===== src/design/balu_params.svh =====
`ifndef BALU_PARAMS_SVH
`define BALU_PARAMS_SVH

// status image bit positions
`define BALU_FLAG_C 0
`define BALU_FLAG_Z 1
`define BALU_FLAG_N 2
`define BALU_FLAG_V 3
`define BALU_FLAG_S 4
`define BALU_FLAG_H 5

// flag update masks, one bit per status image position
`define BALU_MSK_ARITH 8'h2F
`define BALU_MSK_LOGIC 8'h0E
`define BALU_MSK_INVERT 8'h0F
`define BALU_MSK_WORD 8'h1F
`define BALU_MSK_PROD 8'h03
`define BALU_MSK_NONE 8'h00

// byte and word constants
`define BALU_ALL_ONES 8'hFF
`define BALU_ZERO_BYTE 8'h00
`define BALU_ZERO_WORD 16'h0000
`define BALU_MINUS_ONE_RES 8'h7F
`define BALU_PLUS_ONE_RES 8'h80

// timing in clock cycles
`define BALU_SHORT_CYCLES 1
`define BALU_LONG_CYCLES 2

`endif


===== src/design/balu_pkg.sv =====
package balu_pkg;

   // operation select
   typedef enum logic [4:0] {
      OP_ADD_REGS    = 5'h00,
      OP_ADD_CARRY   = 5'h01,
      OP_SUB_REGS    = 5'h02,
      OP_BORROW_DIFF = 5'h03,
      OP_CONJ        = 5'h04,
      OP_DISJ        = 5'h05,
      OP_XDISJ       = 5'h06,
      OP_BIT_SET     = 5'h07,
      OP_BIT_CLEAR   = 5'h08,
      OP_ZS_TEST     = 5'h09,
      OP_ONES_INV    = 5'h0A,
      OP_ARITH_INV   = 5'h0B,
      OP_PLUS_ONE    = 5'h0C,
      OP_MINUS_ONE   = 5'h0D,
      OP_ONES_LOAD   = 5'h0E,
      OP_WORD_INC    = 5'h0F,
      OP_WORD_DEC    = 5'h10,
      OP_UPROD       = 5'h11,
      OP_SPROD       = 5'h12,
      OP_MPROD       = 5'h13,
      OP_FUPROD      = 5'h14,
      OP_FSPROD      = 5'h15,
      OP_FMPROD      = 5'h16,
      OP_PTR_JUMP    = 5'h17
   } balu_op_e;

   // sequencer states
   typedef enum logic [0:0] {
      ST_IDLE   = 1'b0,
      ST_SECOND = 1'b1
   } balu_state_e;

endpackage


===== src/design/balu_top.sv =====
// Overview of operation
// - add registers, optional carry, one cycle
// - word add immediate, word flags, two cycles
// - subtract register or constant, one cycle
// - subtract with carry, one cycle
// - word subtract immediate, two cycles
// - conjunction with register or constant
// - disjunction with register or constant
// - bit set by constant mask
// - bit clear by inverted constant mask
// - test register, flags only
// - integer products into pair, two cycles
// - fractional products shifted left, two cycles
// - pointer jump loads counter, two cycles
`timescale 1ns/1ps
`include "balu_params.svh"
module balu_top (
   input wire logic clk_sys,
   input wire logic rst_n,
   input wire logic start,
   input wire balu_pkg::balu_op_e op,
   input wire logic use_const,
   input wire logic [7:0] rd_val,
   input wire logic [7:0] rd_hi_val,
   input wire logic [7:0] rr_val,
   input wire logic [7:0] imm,
   input wire logic [7:0] sreg_in,
   input wire logic [15:0] ptr_val,
   output logic ready,
   output logic done_q,
   output logic [7:0] res_lo_q,
   output logic [7:0] res_hi_q,
   output logic wr_lo_q,
   output logic wr_hi_q,
   output logic to_pair_q,
   output logic [7:0] sreg_q,
   output logic [7:0] sreg_we_q,
   output logic pc_load_q,
   output logic [15:0] pc_q
);
   import balu_pkg::*;

   // add or subtract with carry in; returns {h, v, c, result}
   function automatic logic [10:0] arith8(input logic [7:0] x,
         input logic [7:0] y, input logic cin, input logic sub);
      logic [8:0] s9;
      logic [4:0] s5;
      logic v;
      s9 = sub ? ({1'b0, x} - {1'b0, y} - {8'h00, cin})
               : ({1'b0, x} + {1'b0, y} + {8'h00, cin});
      s5 = sub ? ({1'b0, x[3:0]} - {1'b0, y[3:0]} - {4'h0, cin})
               : ({1'b0, x[3:0]} + {1'b0, y[3:0]} + {4'h0, cin});
      v = sub ? ((x[7] & ~y[7] & ~s9[7]) | (~x[7] & y[7] & s9[7]))
              : ((x[7] & y[7] & ~s9[7]) | (~x[7] & ~y[7] & s9[7]));
      arith8 = {s5[4], v, s9[8], s9[7:0]};
   endfunction

   balu_state_e state_q, state_d;
   balu_op_e op_q;
   logic [7:0] src;
   logic [5:0] wimm;
   logic carry_in;
   logic take;
   logic long_op;
   logic prod_op;
   logic fin;
   logic [10:0] ar;
   logic [7:0] res8;
   logic c_n, h_n, v_n, z_keep;
   logic [7:0] msk1;
   logic [7:0] fl1;
   logic [16:0] word_sum;
   logic [15:0] word_q;
   logic [7:0] wfl_q;
   logic [7:0] sreg_lat_q;
   logic [15:0] ptr_q;
   logic [15:0] prod;
   logic prod_c;
   logic [7:0] out_lo, out_hi, out_fl, out_msk, base;
   logic out_wr_lo, out_wr_hi, out_pair, out_jump;
   logic [7:0] sreg_d;

   // operand selection and request acceptance
   assign src = use_const ? imm : rr_val;
   assign wimm = imm[5:0];
   assign carry_in = sreg_in[`BALU_FLAG_C];
   assign ready = (state_q == ST_IDLE);
   assign take = start & ready;
   assign long_op = (op >= OP_WORD_INC) && (op <= OP_PTR_JUMP);
   assign prod_op = (op >= OP_UPROD) && (op <= OP_FMPROD);
   assign fin = (take & ~long_op) | (state_q == ST_SECOND);
   assign state_d = (take & long_op) ? ST_SECOND : ST_IDLE;

   // single cycle byte operations, flags computed beside the result
   always_comb begin
      ar = 11'h000;
      res8 = rd_val;
      c_n = 1'b0;
      h_n = 1'b0;
      v_n = 1'b0;
      z_keep = 1'b0;
      msk1 = `BALU_MSK_LOGIC;
      unique case (op)
         OP_ADD_REGS, OP_ADD_CARRY: begin
            ar = arith8(rd_val, src, (op == OP_ADD_CARRY) & carry_in, 1'b0);
            msk1 = `BALU_MSK_ARITH;
         end
         OP_SUB_REGS: begin
            ar = arith8(rd_val, src, 1'b0, 1'b1);
            msk1 = `BALU_MSK_ARITH;
         end
         // borrow subtract, zero only stays set across bytes
         OP_BORROW_DIFF: begin
            ar = arith8(rd_val, src, carry_in, 1'b1);
            z_keep = 1'b1;
            msk1 = `BALU_MSK_ARITH;
         end
         OP_CONJ, OP_ZS_TEST: res8 = op == OP_ZS_TEST ? rd_val : rd_val & src;
         OP_DISJ, OP_BIT_SET: res8 = rd_val | (op == OP_BIT_SET ? imm : src);
         OP_BIT_CLEAR: res8 = rd_val & (`BALU_ALL_ONES - imm);
         OP_XDISJ: res8 = rd_val ^ src;
         OP_ONES_INV: begin
            res8 = `BALU_ALL_ONES - rd_val;
            c_n = 1'b1;
            msk1 = `BALU_MSK_INVERT;
         end
         OP_ARITH_INV: begin
            ar = arith8(`BALU_ZERO_BYTE, rd_val, 1'b0, 1'b1);
            msk1 = `BALU_MSK_ARITH;
         end
         OP_PLUS_ONE, OP_MINUS_ONE: begin
            ar = arith8(rd_val, 8'h01, 1'b0, op == OP_MINUS_ONE);
            v_n = (op == OP_MINUS_ONE) ? (ar[7:0] == `BALU_MINUS_ONE_RES)
                                       : (ar[7:0] == `BALU_PLUS_ONE_RES);
         end
         OP_ONES_LOAD: begin
            res8 = `BALU_ALL_ONES;
            msk1 = `BALU_MSK_NONE;
         end
         default: msk1 = `BALU_MSK_NONE;
      endcase
      if (msk1 == `BALU_MSK_ARITH) begin
         res8 = ar[7:0];
         c_n = ar[8];
         v_n = ar[9];
         h_n = ar[10];
      end else if (op == OP_PLUS_ONE || op == OP_MINUS_ONE) begin
         res8 = ar[7:0];
      end
   end

   // flags image of a byte operation
   assign fl1[`BALU_FLAG_C] = c_n;
   assign fl1[`BALU_FLAG_Z] = (res8 == `BALU_ZERO_BYTE) &
                              (~z_keep | sreg_in[`BALU_FLAG_Z]);
   assign fl1[`BALU_FLAG_N] = res8[7];
   assign fl1[`BALU_FLAG_V] = v_n;
   assign fl1[`BALU_FLAG_S] = res8[7] ^ v_n;
   assign fl1[`BALU_FLAG_H] = h_n;
   assign fl1[7:6] = 2'b00;

   // word add or subtract of a six bit immediate on the register pair
   assign word_sum = (op == OP_WORD_DEC)
      ? ({1'b0, rd_hi_val, rd_val} - {11'h000, wimm})
      : ({1'b0, rd_hi_val, rd_val} + {11'h000, wimm});

   balu_mult u_mult (
      .clk_sys(clk_sys),
      .rst_n(rst_n),
      .start(take & prod_op),
      .a(rd_val),
      .b(rr_val),
      .sign_a((op == OP_SPROD) || (op == OP_MPROD) ||
              (op == OP_FSPROD) || (op == OP_FMPROD)),
      .sign_b((op == OP_SPROD) || (op == OP_FSPROD)),
      .frac(op >= OP_FUPROD),
      .prod_q(prod),
      .carry_q(prod_c)
   );

   // first cycle of a long operation latches what the second one needs
   always_ff @(posedge clk_sys or negedge rst_n) begin
      if (!rst_n) begin
         state_q <= ST_IDLE;
         op_q <= OP_ADD_REGS;
         word_q <= `BALU_ZERO_WORD;
         wfl_q <= `BALU_ZERO_BYTE;
         sreg_lat_q <= `BALU_ZERO_BYTE;
         ptr_q <= `BALU_ZERO_WORD;
      end else begin
         state_q <= state_d;
         if (take) begin
            op_q <= op;
            word_q <= word_sum[15:0];
            wfl_q <= {3'b000,
               word_sum[15] ^ ((op == OP_WORD_DEC)
                  ? (rd_hi_val[7] & ~word_sum[15])
                  : (~rd_hi_val[7] & word_sum[15])),
               (op == OP_WORD_DEC) ? (rd_hi_val[7] & ~word_sum[15])
                                   : (~rd_hi_val[7] & word_sum[15]),
               word_sum[15],
               word_sum[15:0] == `BALU_ZERO_WORD,
               (op == OP_WORD_DEC) ? (word_sum[15] & ~rd_hi_val[7])
                                   : (~word_sum[15] & rd_hi_val[7])};
            sreg_lat_q <= sreg_in;
            ptr_q <= ptr_val;
         end
      end
   end

   assign out_pair = (state_q == ST_SECOND) && (op_q != OP_WORD_INC) &&
                     (op_q != OP_WORD_DEC) && (op_q != OP_PTR_JUMP);
   assign out_jump = (state_q == ST_SECOND) && (op_q == OP_PTR_JUMP);
   assign out_lo = (state_q == ST_IDLE) ? res8 :
                   out_pair ? prod[7:0] : word_q[7:0];
   assign out_hi = out_pair ? prod[15:8] : word_q[15:8];
   assign out_fl = (state_q == ST_IDLE) ? fl1 : out_pair
      ? {6'h00, prod == `BALU_ZERO_WORD, prod_c} : wfl_q;
   assign out_msk = (state_q == ST_IDLE) ? msk1 : out_jump
      ? `BALU_MSK_NONE : out_pair ? `BALU_MSK_PROD : `BALU_MSK_WORD;
   assign out_wr_lo = (state_q == ST_IDLE) ? (op != OP_ZS_TEST) : ~out_jump;
   assign out_wr_hi = (state_q == ST_SECOND) & ~out_jump;
   assign base = (state_q == ST_IDLE) ? sreg_in : sreg_lat_q;

   // merge new flags over the status image, bit by bit
   generate
      for (genvar i = 0; i < 8; i++) begin : g_merge
         assign sreg_d[i] = out_msk[i] ? out_fl[i] : base[i];
      end
   endgenerate

   // result registers; strobes pulse for one cycle with done
   always_ff @(posedge clk_sys or negedge rst_n) begin
      if (!rst_n) begin
         done_q <= 1'b0;
         wr_lo_q <= 1'b0;
         wr_hi_q <= 1'b0;
         to_pair_q <= 1'b0;
         pc_load_q <= 1'b0;
         res_lo_q <= `BALU_ZERO_BYTE;
         res_hi_q <= `BALU_ZERO_BYTE;
         sreg_q <= `BALU_ZERO_BYTE;
         sreg_we_q <= `BALU_ZERO_BYTE;
         pc_q <= `BALU_ZERO_WORD;
      end else begin
         done_q <= fin;
         wr_lo_q <= fin & out_wr_lo;
         wr_hi_q <= fin & out_wr_hi;
         pc_load_q <= fin & out_jump;
         if (fin) begin
            to_pair_q <= out_pair;
            res_lo_q <= out_lo;
            res_hi_q <= out_hi;
            sreg_q <= sreg_d;
            sreg_we_q <= out_msk;
            pc_q <= ptr_q;
         end
      end
   end
endmodule


===== src/design/balu_mult.sv =====
`timescale 1ns/1ps
module balu_mult (
   input wire logic clk_sys,
   input wire logic rst_n,
   input wire logic start,
   input wire logic [7:0] a,
   input wire logic [7:0] b,
   input wire logic sign_a,
   input wire logic sign_b,
   input wire logic frac,
   output logic [15:0] prod_q,
   output logic carry_q
);
   logic signed [8:0] ext_a;
   logic signed [8:0] ext_b;
   logic signed [17:0] full;
   logic [15:0] raw;

   // one extra bit lets a single signed multiplier serve all three signs
   assign ext_a = {sign_a & a[7], a};
   assign ext_b = {sign_b & b[7], b};
   assign full = ext_a * ext_b;
   assign raw = full[15:0];

   // carry is taken before the fractional shift drops the top bit
   always_ff @(posedge clk_sys or negedge rst_n) begin
      if (!rst_n) begin
         prod_q <= 16'h0000;
         carry_q <= 1'b0;
      end else if (start) begin
         prod_q <= frac ? {raw[14:0], 1'b0} : raw;
         carry_q <= raw[15];
      end
   end
endmodule


===== config.mk =====
export PLATFORM = sky130hd
export DESIGN_NAME = balu_top
export DESIGN_NICKNAME = d
export VERILOG_FILES = /design/src/design/balu_pkg.sv /design/src/design/balu_top.sv /design/src/design/balu_mult.sv
export VERILOG_INCLUDE_DIRS = /design/src /design/src/design
export SDC_FILE = /design/constraint.sdc
export NUM_CORES = 1
export LEC_CHECK = 0
export BUFFER_PORTS_ARGS = -buffer_cell sky130_fd_sc_hd__buf_2
export CELL_PAD_IN_SITES_DETAIL_PLACEMENT = 1
export CELL_PAD_IN_SITES_GLOBAL_PLACEMENT = 2
export CORE_UTILIZATION = 39
export CTS_CLUSTER_SIZE = 8
export DETAILED_ROUTE_END_ITERATION = 8
export PLACE_DENSITY_LB_ADDON = 0.1
export SLEW_MARGIN = 25
export SYNTH_ARGS = -nofsm -noshare
export SYNTH_HDL_FRONTEND = slang
export SYNTH_HIERARCHICAL = 1
export SYNTH_SLANG_ARGS = --single-unit

===== constraint.sdc =====
create_clock -name clk_sys -period 5.7 [get_ports clk_sys]
set_input_delay 0.57 -clock clk_sys [delete_from_list [all_inputs] [get_ports clk_sys]]
set_output_delay 0.57 -clock clk_sys [all_outputs]
set_load 0.005 [all_outputs]

# ---- Word level (Yosys, flattened, before mapping)
# Index checks and enable logic that the tools add are counted.
dict set report totals {
  register_bits 121
  wordCells 181
  output_inout_bits 54
  input_bits 65
}
dict set report op_classes {
  multipliers 1
  mux 41
  n_reduce_logical 21
  n_eq_ne 27
  addsub 18
  bitwise_logic 50
  magnitude_cmp 5
}
# operator n
set ops {}
lappend ops {{two-way mux 8 bit} 10}
lappend ops {{case mux 11 bit (5 select lines)} 1}
lappend ops {{case mux 8 bit (6 select lines)} 1}
lappend ops {{== test 5 x 4 -> 1 bit (second input constant)} 7}
lappend ops {{zero test 16 bit} 2}
lappend ops {{two-way mux 16 bit} 2}
lappend ops {{== test 5 bit (second input constant)} 6}
lappend ops {{bitwise AND 1 bit} 27}
lappend ops {{== test 5 x 3 -> 1 bit (second input constant)} 4}
lappend ops {{two-way mux 1 bit} 20}
lappend ops {{two-way mux 5 bit} 4}
lappend ops {{case mux 6 bit (3 select lines)} 1}
lappend ops {{adder 16 x 6 -> 16 bit} 1}
lappend ops {{bitwise AND 8 bit} 2}
lappend ops {{multiplier 9 x 9 -> 16 bit} 1}
lappend ops {{subtractor 16 x 6 -> 16 bit} 1}
lappend ops {{subtractor 8 bit (first input constant)} 2}
lappend ops {{inverter 1 bit} 12}
lappend ops {{== test 5 x 2 -> 1 bit (second input constant)} 2}
lappend ops {{greater-or-equal comparator 5 bit (second input constant)} 2}
lappend ops {{less-or-equal comparator 5 bit (second input constant)} 2}
lappend ops {{!= test 5 x 4 -> 1 bit (second input constant)} 2}
lappend ops {{!= test 5 bit (second input constant)} 2}
lappend ops {{adder 8 x 1 -> 9 bit (second input constant)} 1}
lappend ops {{other kinds (31)} 48}

# ---- Depth between registers and ports, before layout
dict set report depth {
  ltp_word 13
  ltp_mapped 23
  depth_no_buf 21
}

# ---- By module
# The synthesis kept the hierarchy.
# module instances cells_each seq_area_each_um2 area_each_um2
set modules_own_cells {}
lappend modules_own_cells {balu_top 1 1007 2502.4 7876.3}
lappend modules_own_cells {balu_mult 1 383 425.4 3495.9}

# ---- Worst setup path after synthesis
# Ideal clock, no wire load.
dict set report synth_timing {
  path_kind {input to register}
  startpoint {in op[2]}
  endpoint {reg u_mult.prod_q[15]}
  n_path_buf 3
  path_stages 22
  setup_time_ps 131
  t_required_ps 5569
  path_slack_ps -372
  arrival_ps 5941
  path_cell_list {buf_4 clkbuf_1 buf_1 nand3_1 a21oi_1 nand2_1 or2_1 fa_1 fa_1 inv_1 fa_1 fa_1 inv_1 fa_1 inv_1 ha_1 o21ai_1 o21ai_1 a21boi_1 or4_1 o311ai_1 o2bb2ai_1}
}
dict set report synth_between {
  elab_chain_len 7
  word_cells_on_any_way 17
  cone_classes {mul: 1; order compare: 3; eq/ne: 4; mux: 1; bitwise: 3; reduce/logical: 5}
}
# item line_no
set synth_rtl {}
lappend synth_rtl {{start, declared} balu_top.sv:21} ;# input wire balu_pkg::balu_op_e op,
lappend synth_rtl {{== test 5 bit, on equally long branches} {balu_top.sv:173, balu_top.sv:175}}
lappend synth_rtl {{logical OR 1 bit (2 in series)} balu_top.sv:173} ;# .sign_a((op == OP_SPROD) || (op == OP_MPROD) ||
lappend synth_rtl {{logical OR 1 bit} balu_top.sv:174} ;# (op == OP_FSPROD) || (op == OP_FMPROD)),
lappend synth_rtl {{bitwise AND 1 bit} balu_mult.sv:20} ;# assign ext_a = {sign_a & a[7], a};
lappend synth_rtl {{multiplier 9 x 9 -> 16 bit} balu_mult.sv:22} ;# assign full = ext_a * ext_b;
lappend synth_rtl {{two-way mux 16 bit} balu_mult.sv:31} ;# prod_q <= frac ? {raw[14:0], 1'b0} : raw;
lappend synth_rtl {{end signal, assigned} balu_mult.sv:31}
lappend synth_rtl {{end, declared} balu_mult.sv:11} ;# output logic [15:0] prod_q,
# Several ways; a longest one is shown, not always the timed one.
# A chain may end at the register's enable or synchronous reset.

# ---- Final worst setup path
dict set report layout_timing {
  startpoint {in op[0]}
  endpoint {reg u_mult.prod_q[13]}
}
# The elaborated chain is that of the path after synthesis.

==> metrics.yaml <==
layout_commonest_cell: "nand2_1"
htreeDepth: 4
rsz0062_at_grt: "no"
layout_min_cycle_time_ps: 5312
track_usage_pct: 26.89
drc_errors: 0
dp_hpwl_mm: 30.53
yosysSeqAreaShare_pct: 25.75
cp_slowest_stage_delay_ps: 550
power.total_mw: 3.820
synth.distinct_cells: 84
cap_violations: 0
synth_seq_cells: 117
die_width_um: 172.8
grt_max_degree: 78
antenna_found_initial: 0
pwr-share-clk_pct: 27.7
die_h_um: 172.8
leakage_nw: 6.301
cts.clk_slew.worst_paths_ps: 60
syn_to_final_growth_pct: 15.03
num_vias: 10490
worstMarginPinSlew_ps: 972.8
wl_mm: 39.26
synthesis.area_mm2: 0.01137
path_class: "input port to flip-flop"
setup_viol: 0
final_cell_mix: "nand2_1, dfrtp_1, buf_2"
cts_buffers: 17
drt-pass1-iter-count: 5
p_sw_mw: 1.475
p_int_mw: 2.345
io_pins: 119
required_ps: 5990
cp.arrival_ps: 5600
fin_ws_ps: 388.2
synth-edff-count: 0
n_fill_cell: 3506
drive_above_1_share_pct: 14.58
grt_pass1_wl_mm: 62.17
pwr-share-seq_pct: 29.2
synthTopCellsByArea: "dfrtp_1, fa_1, ha_1"
die_area_mm2: 0.02985
overflow: 0
cts-root-buf: "clkbuf_16"
cts_setup_buffers: 0
rows: 62
r2r-start: "state_q$_DFF_PN0_"
gp_congestion: 0.9280
cts_tree: "built"
cp_slowest_cell: "fa_1"
slew_headroom_pct: 34.30
cp-startpoint: "op[0]"
synthFlopType: "dfrtp_1"
maxSlewViolCount: 0
clockBufferDepth: 2
pre_cts_slack_ps: -79.54
yosys.area.top_type_share_pct: 25.75
crit_chain: "buf_2, and2b_1, nand2_1, a21oi_2, nand2_2, or2_1, fa_1, fa_1, inv_1, fa_1, fa_1, inv_1, fa_1, inv_1, ha_1, a21o_1, a21oi_1, o21ai_2, a21o_1, a21oi_1, xor2_1, o221ai_1"
antenna_left: 0
place_inst: 1860
min_path_type: "input port to asynchronous set/reset pin"
cp-end-kind: "flip-flop"
synth_async_sr_flop_share_pct: 100.0
syn_area_per_cell_um2: 8.181
path_max_fanout: 4
cts.sinks: 117
grt_pass1_vias: 10740
viasPerCell: 5.541
period_share_pct: 93.19
vdd_drop_max_mv: 0.1966
comb_power_share_pct: 43.1
final_core_util_pct: 45.58
core_mm2: 0.02870
hold_slack_ps: 203.3
instances_no_fill: 1894
status: "finished clean"
insertion_delay_ps: 420
syn_inst: 1390
start_kind: "input port"
fmax_mhz: 188.3
ys_warn_count: 6
nets: 1710
numPortBuffers: 116
wl_per_cell_um: 20.73
fin_worst_skew_ps: 16.52
power_density_mw_per_mm2: 292.0
yosysTopAreaCell: "dfrtp_1"
final-hold-violation-count: 0
swShare_pct: 38.61
initial_core_util_pct: 39.62
cp_common_cell: "fa_1"
drt_iter0_markers: 563
-- what timing repair did --
action	in CTS	in global routing
setup endpoints to repair	0	1
gates resized for setup	0	1
hold buffers	0	0
-- routing by layer --
| layer | wire length (um) | up-vias | share of wire [%] | track usage [%] |
|---|---|---|---|---|
| met5 | 0 | - | 0 | 0 |
| met4 | 733 | 0 | 1.9 | 7.485 |
| met3 | 2036 | 38 | 5.2 | 5.277 |
| met2 | 17910 | 279 | 46 | 43.09 |
| met1 | 18590 | 5222 | 47 | 36.86 |
| li1 | - | 4955 | - | - |
-- Yosys cell counts, drive strengths merged, types with 5 or more instances --
library cell and instances:
a21oi 90, a211oi 10, inv 115, a21o 16, ha 81, o21ai 84
nor2 98, nor2b 13, o21bai 5, clkbuf 49, xnor2 33, nor4 15
o22ai 11, and3 10, o311ai 5, a31oi 12, mux2i 32, o21a 7
nor3 22, nand2 268, and2 40, fa 68, o31ai 10, o211ai 7
o221ai 6, nand4 5, dfrtp 117, or2 5, a2111oi 6, xor2 25
or3 6, nand2b 15, nand3 19, buf 18, mux2 8
-- power groups by stage --
stage,clock (mW),sequential (mW),combinational [mW]
3_5_place_dp,0,1.13,1.64
6_report,1.06,1.11,1.65
5_1_grt,1.12,1.14,1.85
2_1_floorplan,0,1.09,1.12
3_3_place_gp,0,1.12,1.60
4_1_cts,1.08,1.12,1.66
-- stage by stage --
step | TNS [ps] | instance area, um^2
6_report | 0 | 13080
5_1_grt | 0 | 13080
4_1_cts | 0 | 13040
3_5_place_dp | -264.0 | 12450
3_3_place_gp | 0 | 12450
2_1_floorplan | 0 | 11420
-- final timing paths --
| check | cells past startpoint | end | slack, ps |
|---|---|---|---|
| max | 22 | u_mult/prod_q[13]$_DFFE_PN0P_ | 390 |
| min | 1 | pc_q[12]$_DFFE_PN0P_ | 200 |
| max reg2reg | 9 | wfl_q[1]$_DFFE_PN0P_ | 2860 |
| min reg2reg | 2 | pc_q[8]$_DFFE_PN0P_ | 460 |
| max in group asynchronous | 2 | wfl_q[4]$_DFFE_PN0P_ | 4450 |
| min in group clk_sys | 3 | ptr_q[4]$_DFFE_PN0P_ | 350 |
-- worst max-delay path: cells and delay by family --
family / cells / cell delay, ps
fa+ha+maj: 6 / 2830
compound gates: 7 / 1090
simple gates: 4 / 630
buf+inv: 4 / 240
xor+xnor: 1 / 230
-- state kept, by name, summed over array words and instances (netlist names), 5 cells and up --
name / count
ptr_q: 16
sreg_lat_q: 8
res_lo_q: 8
sreg_q: 8
res_hi_q: 8
op_q: 5
wfl_q: 5
sreg_we_q: 5
word_q: 15
pc_q: 16
u_mult/prod_q: 16
-- cells by family (layout without fill, tap and decap cells) --
logic type / Yosys count / in the layout / synth area share, %
XOR/XNOR: 58 / 58 / 4.533
other: 1 / 3 / 0.03298
adder cells (fa/ha/maj): 149 / 149 / 20.88
multiplexers: 40 / 40 / 3.675
buffers and inverters: 182 / 300 / 6.546
flip-flops: 117 / 117 / 25.75
AO/OA/AOI/OAI: 309 / 309 / 17.31
AND/OR/NAND/NOR: 534 / 534 / 21.28
-- cell type report --
cell class / instances / area (um^2) / area share [%]
multi-input combinational: 1092 / 7766 / 59.37
sequential: 117 / 2928 / 22.38
timing repair buffer: 153 / 884.6 / 6.762
clock buffer: 23 / 488.0 / 3.730
tap: 384 / 480.5 / 3.673
inverter: 115 / 431.7 / 3.300
clock inverter: 9 / 100.1 / 0.7652
antenna: 1 / 2.502 / 0.01913
Note: power is estimated with default switching activity, not from simulation.
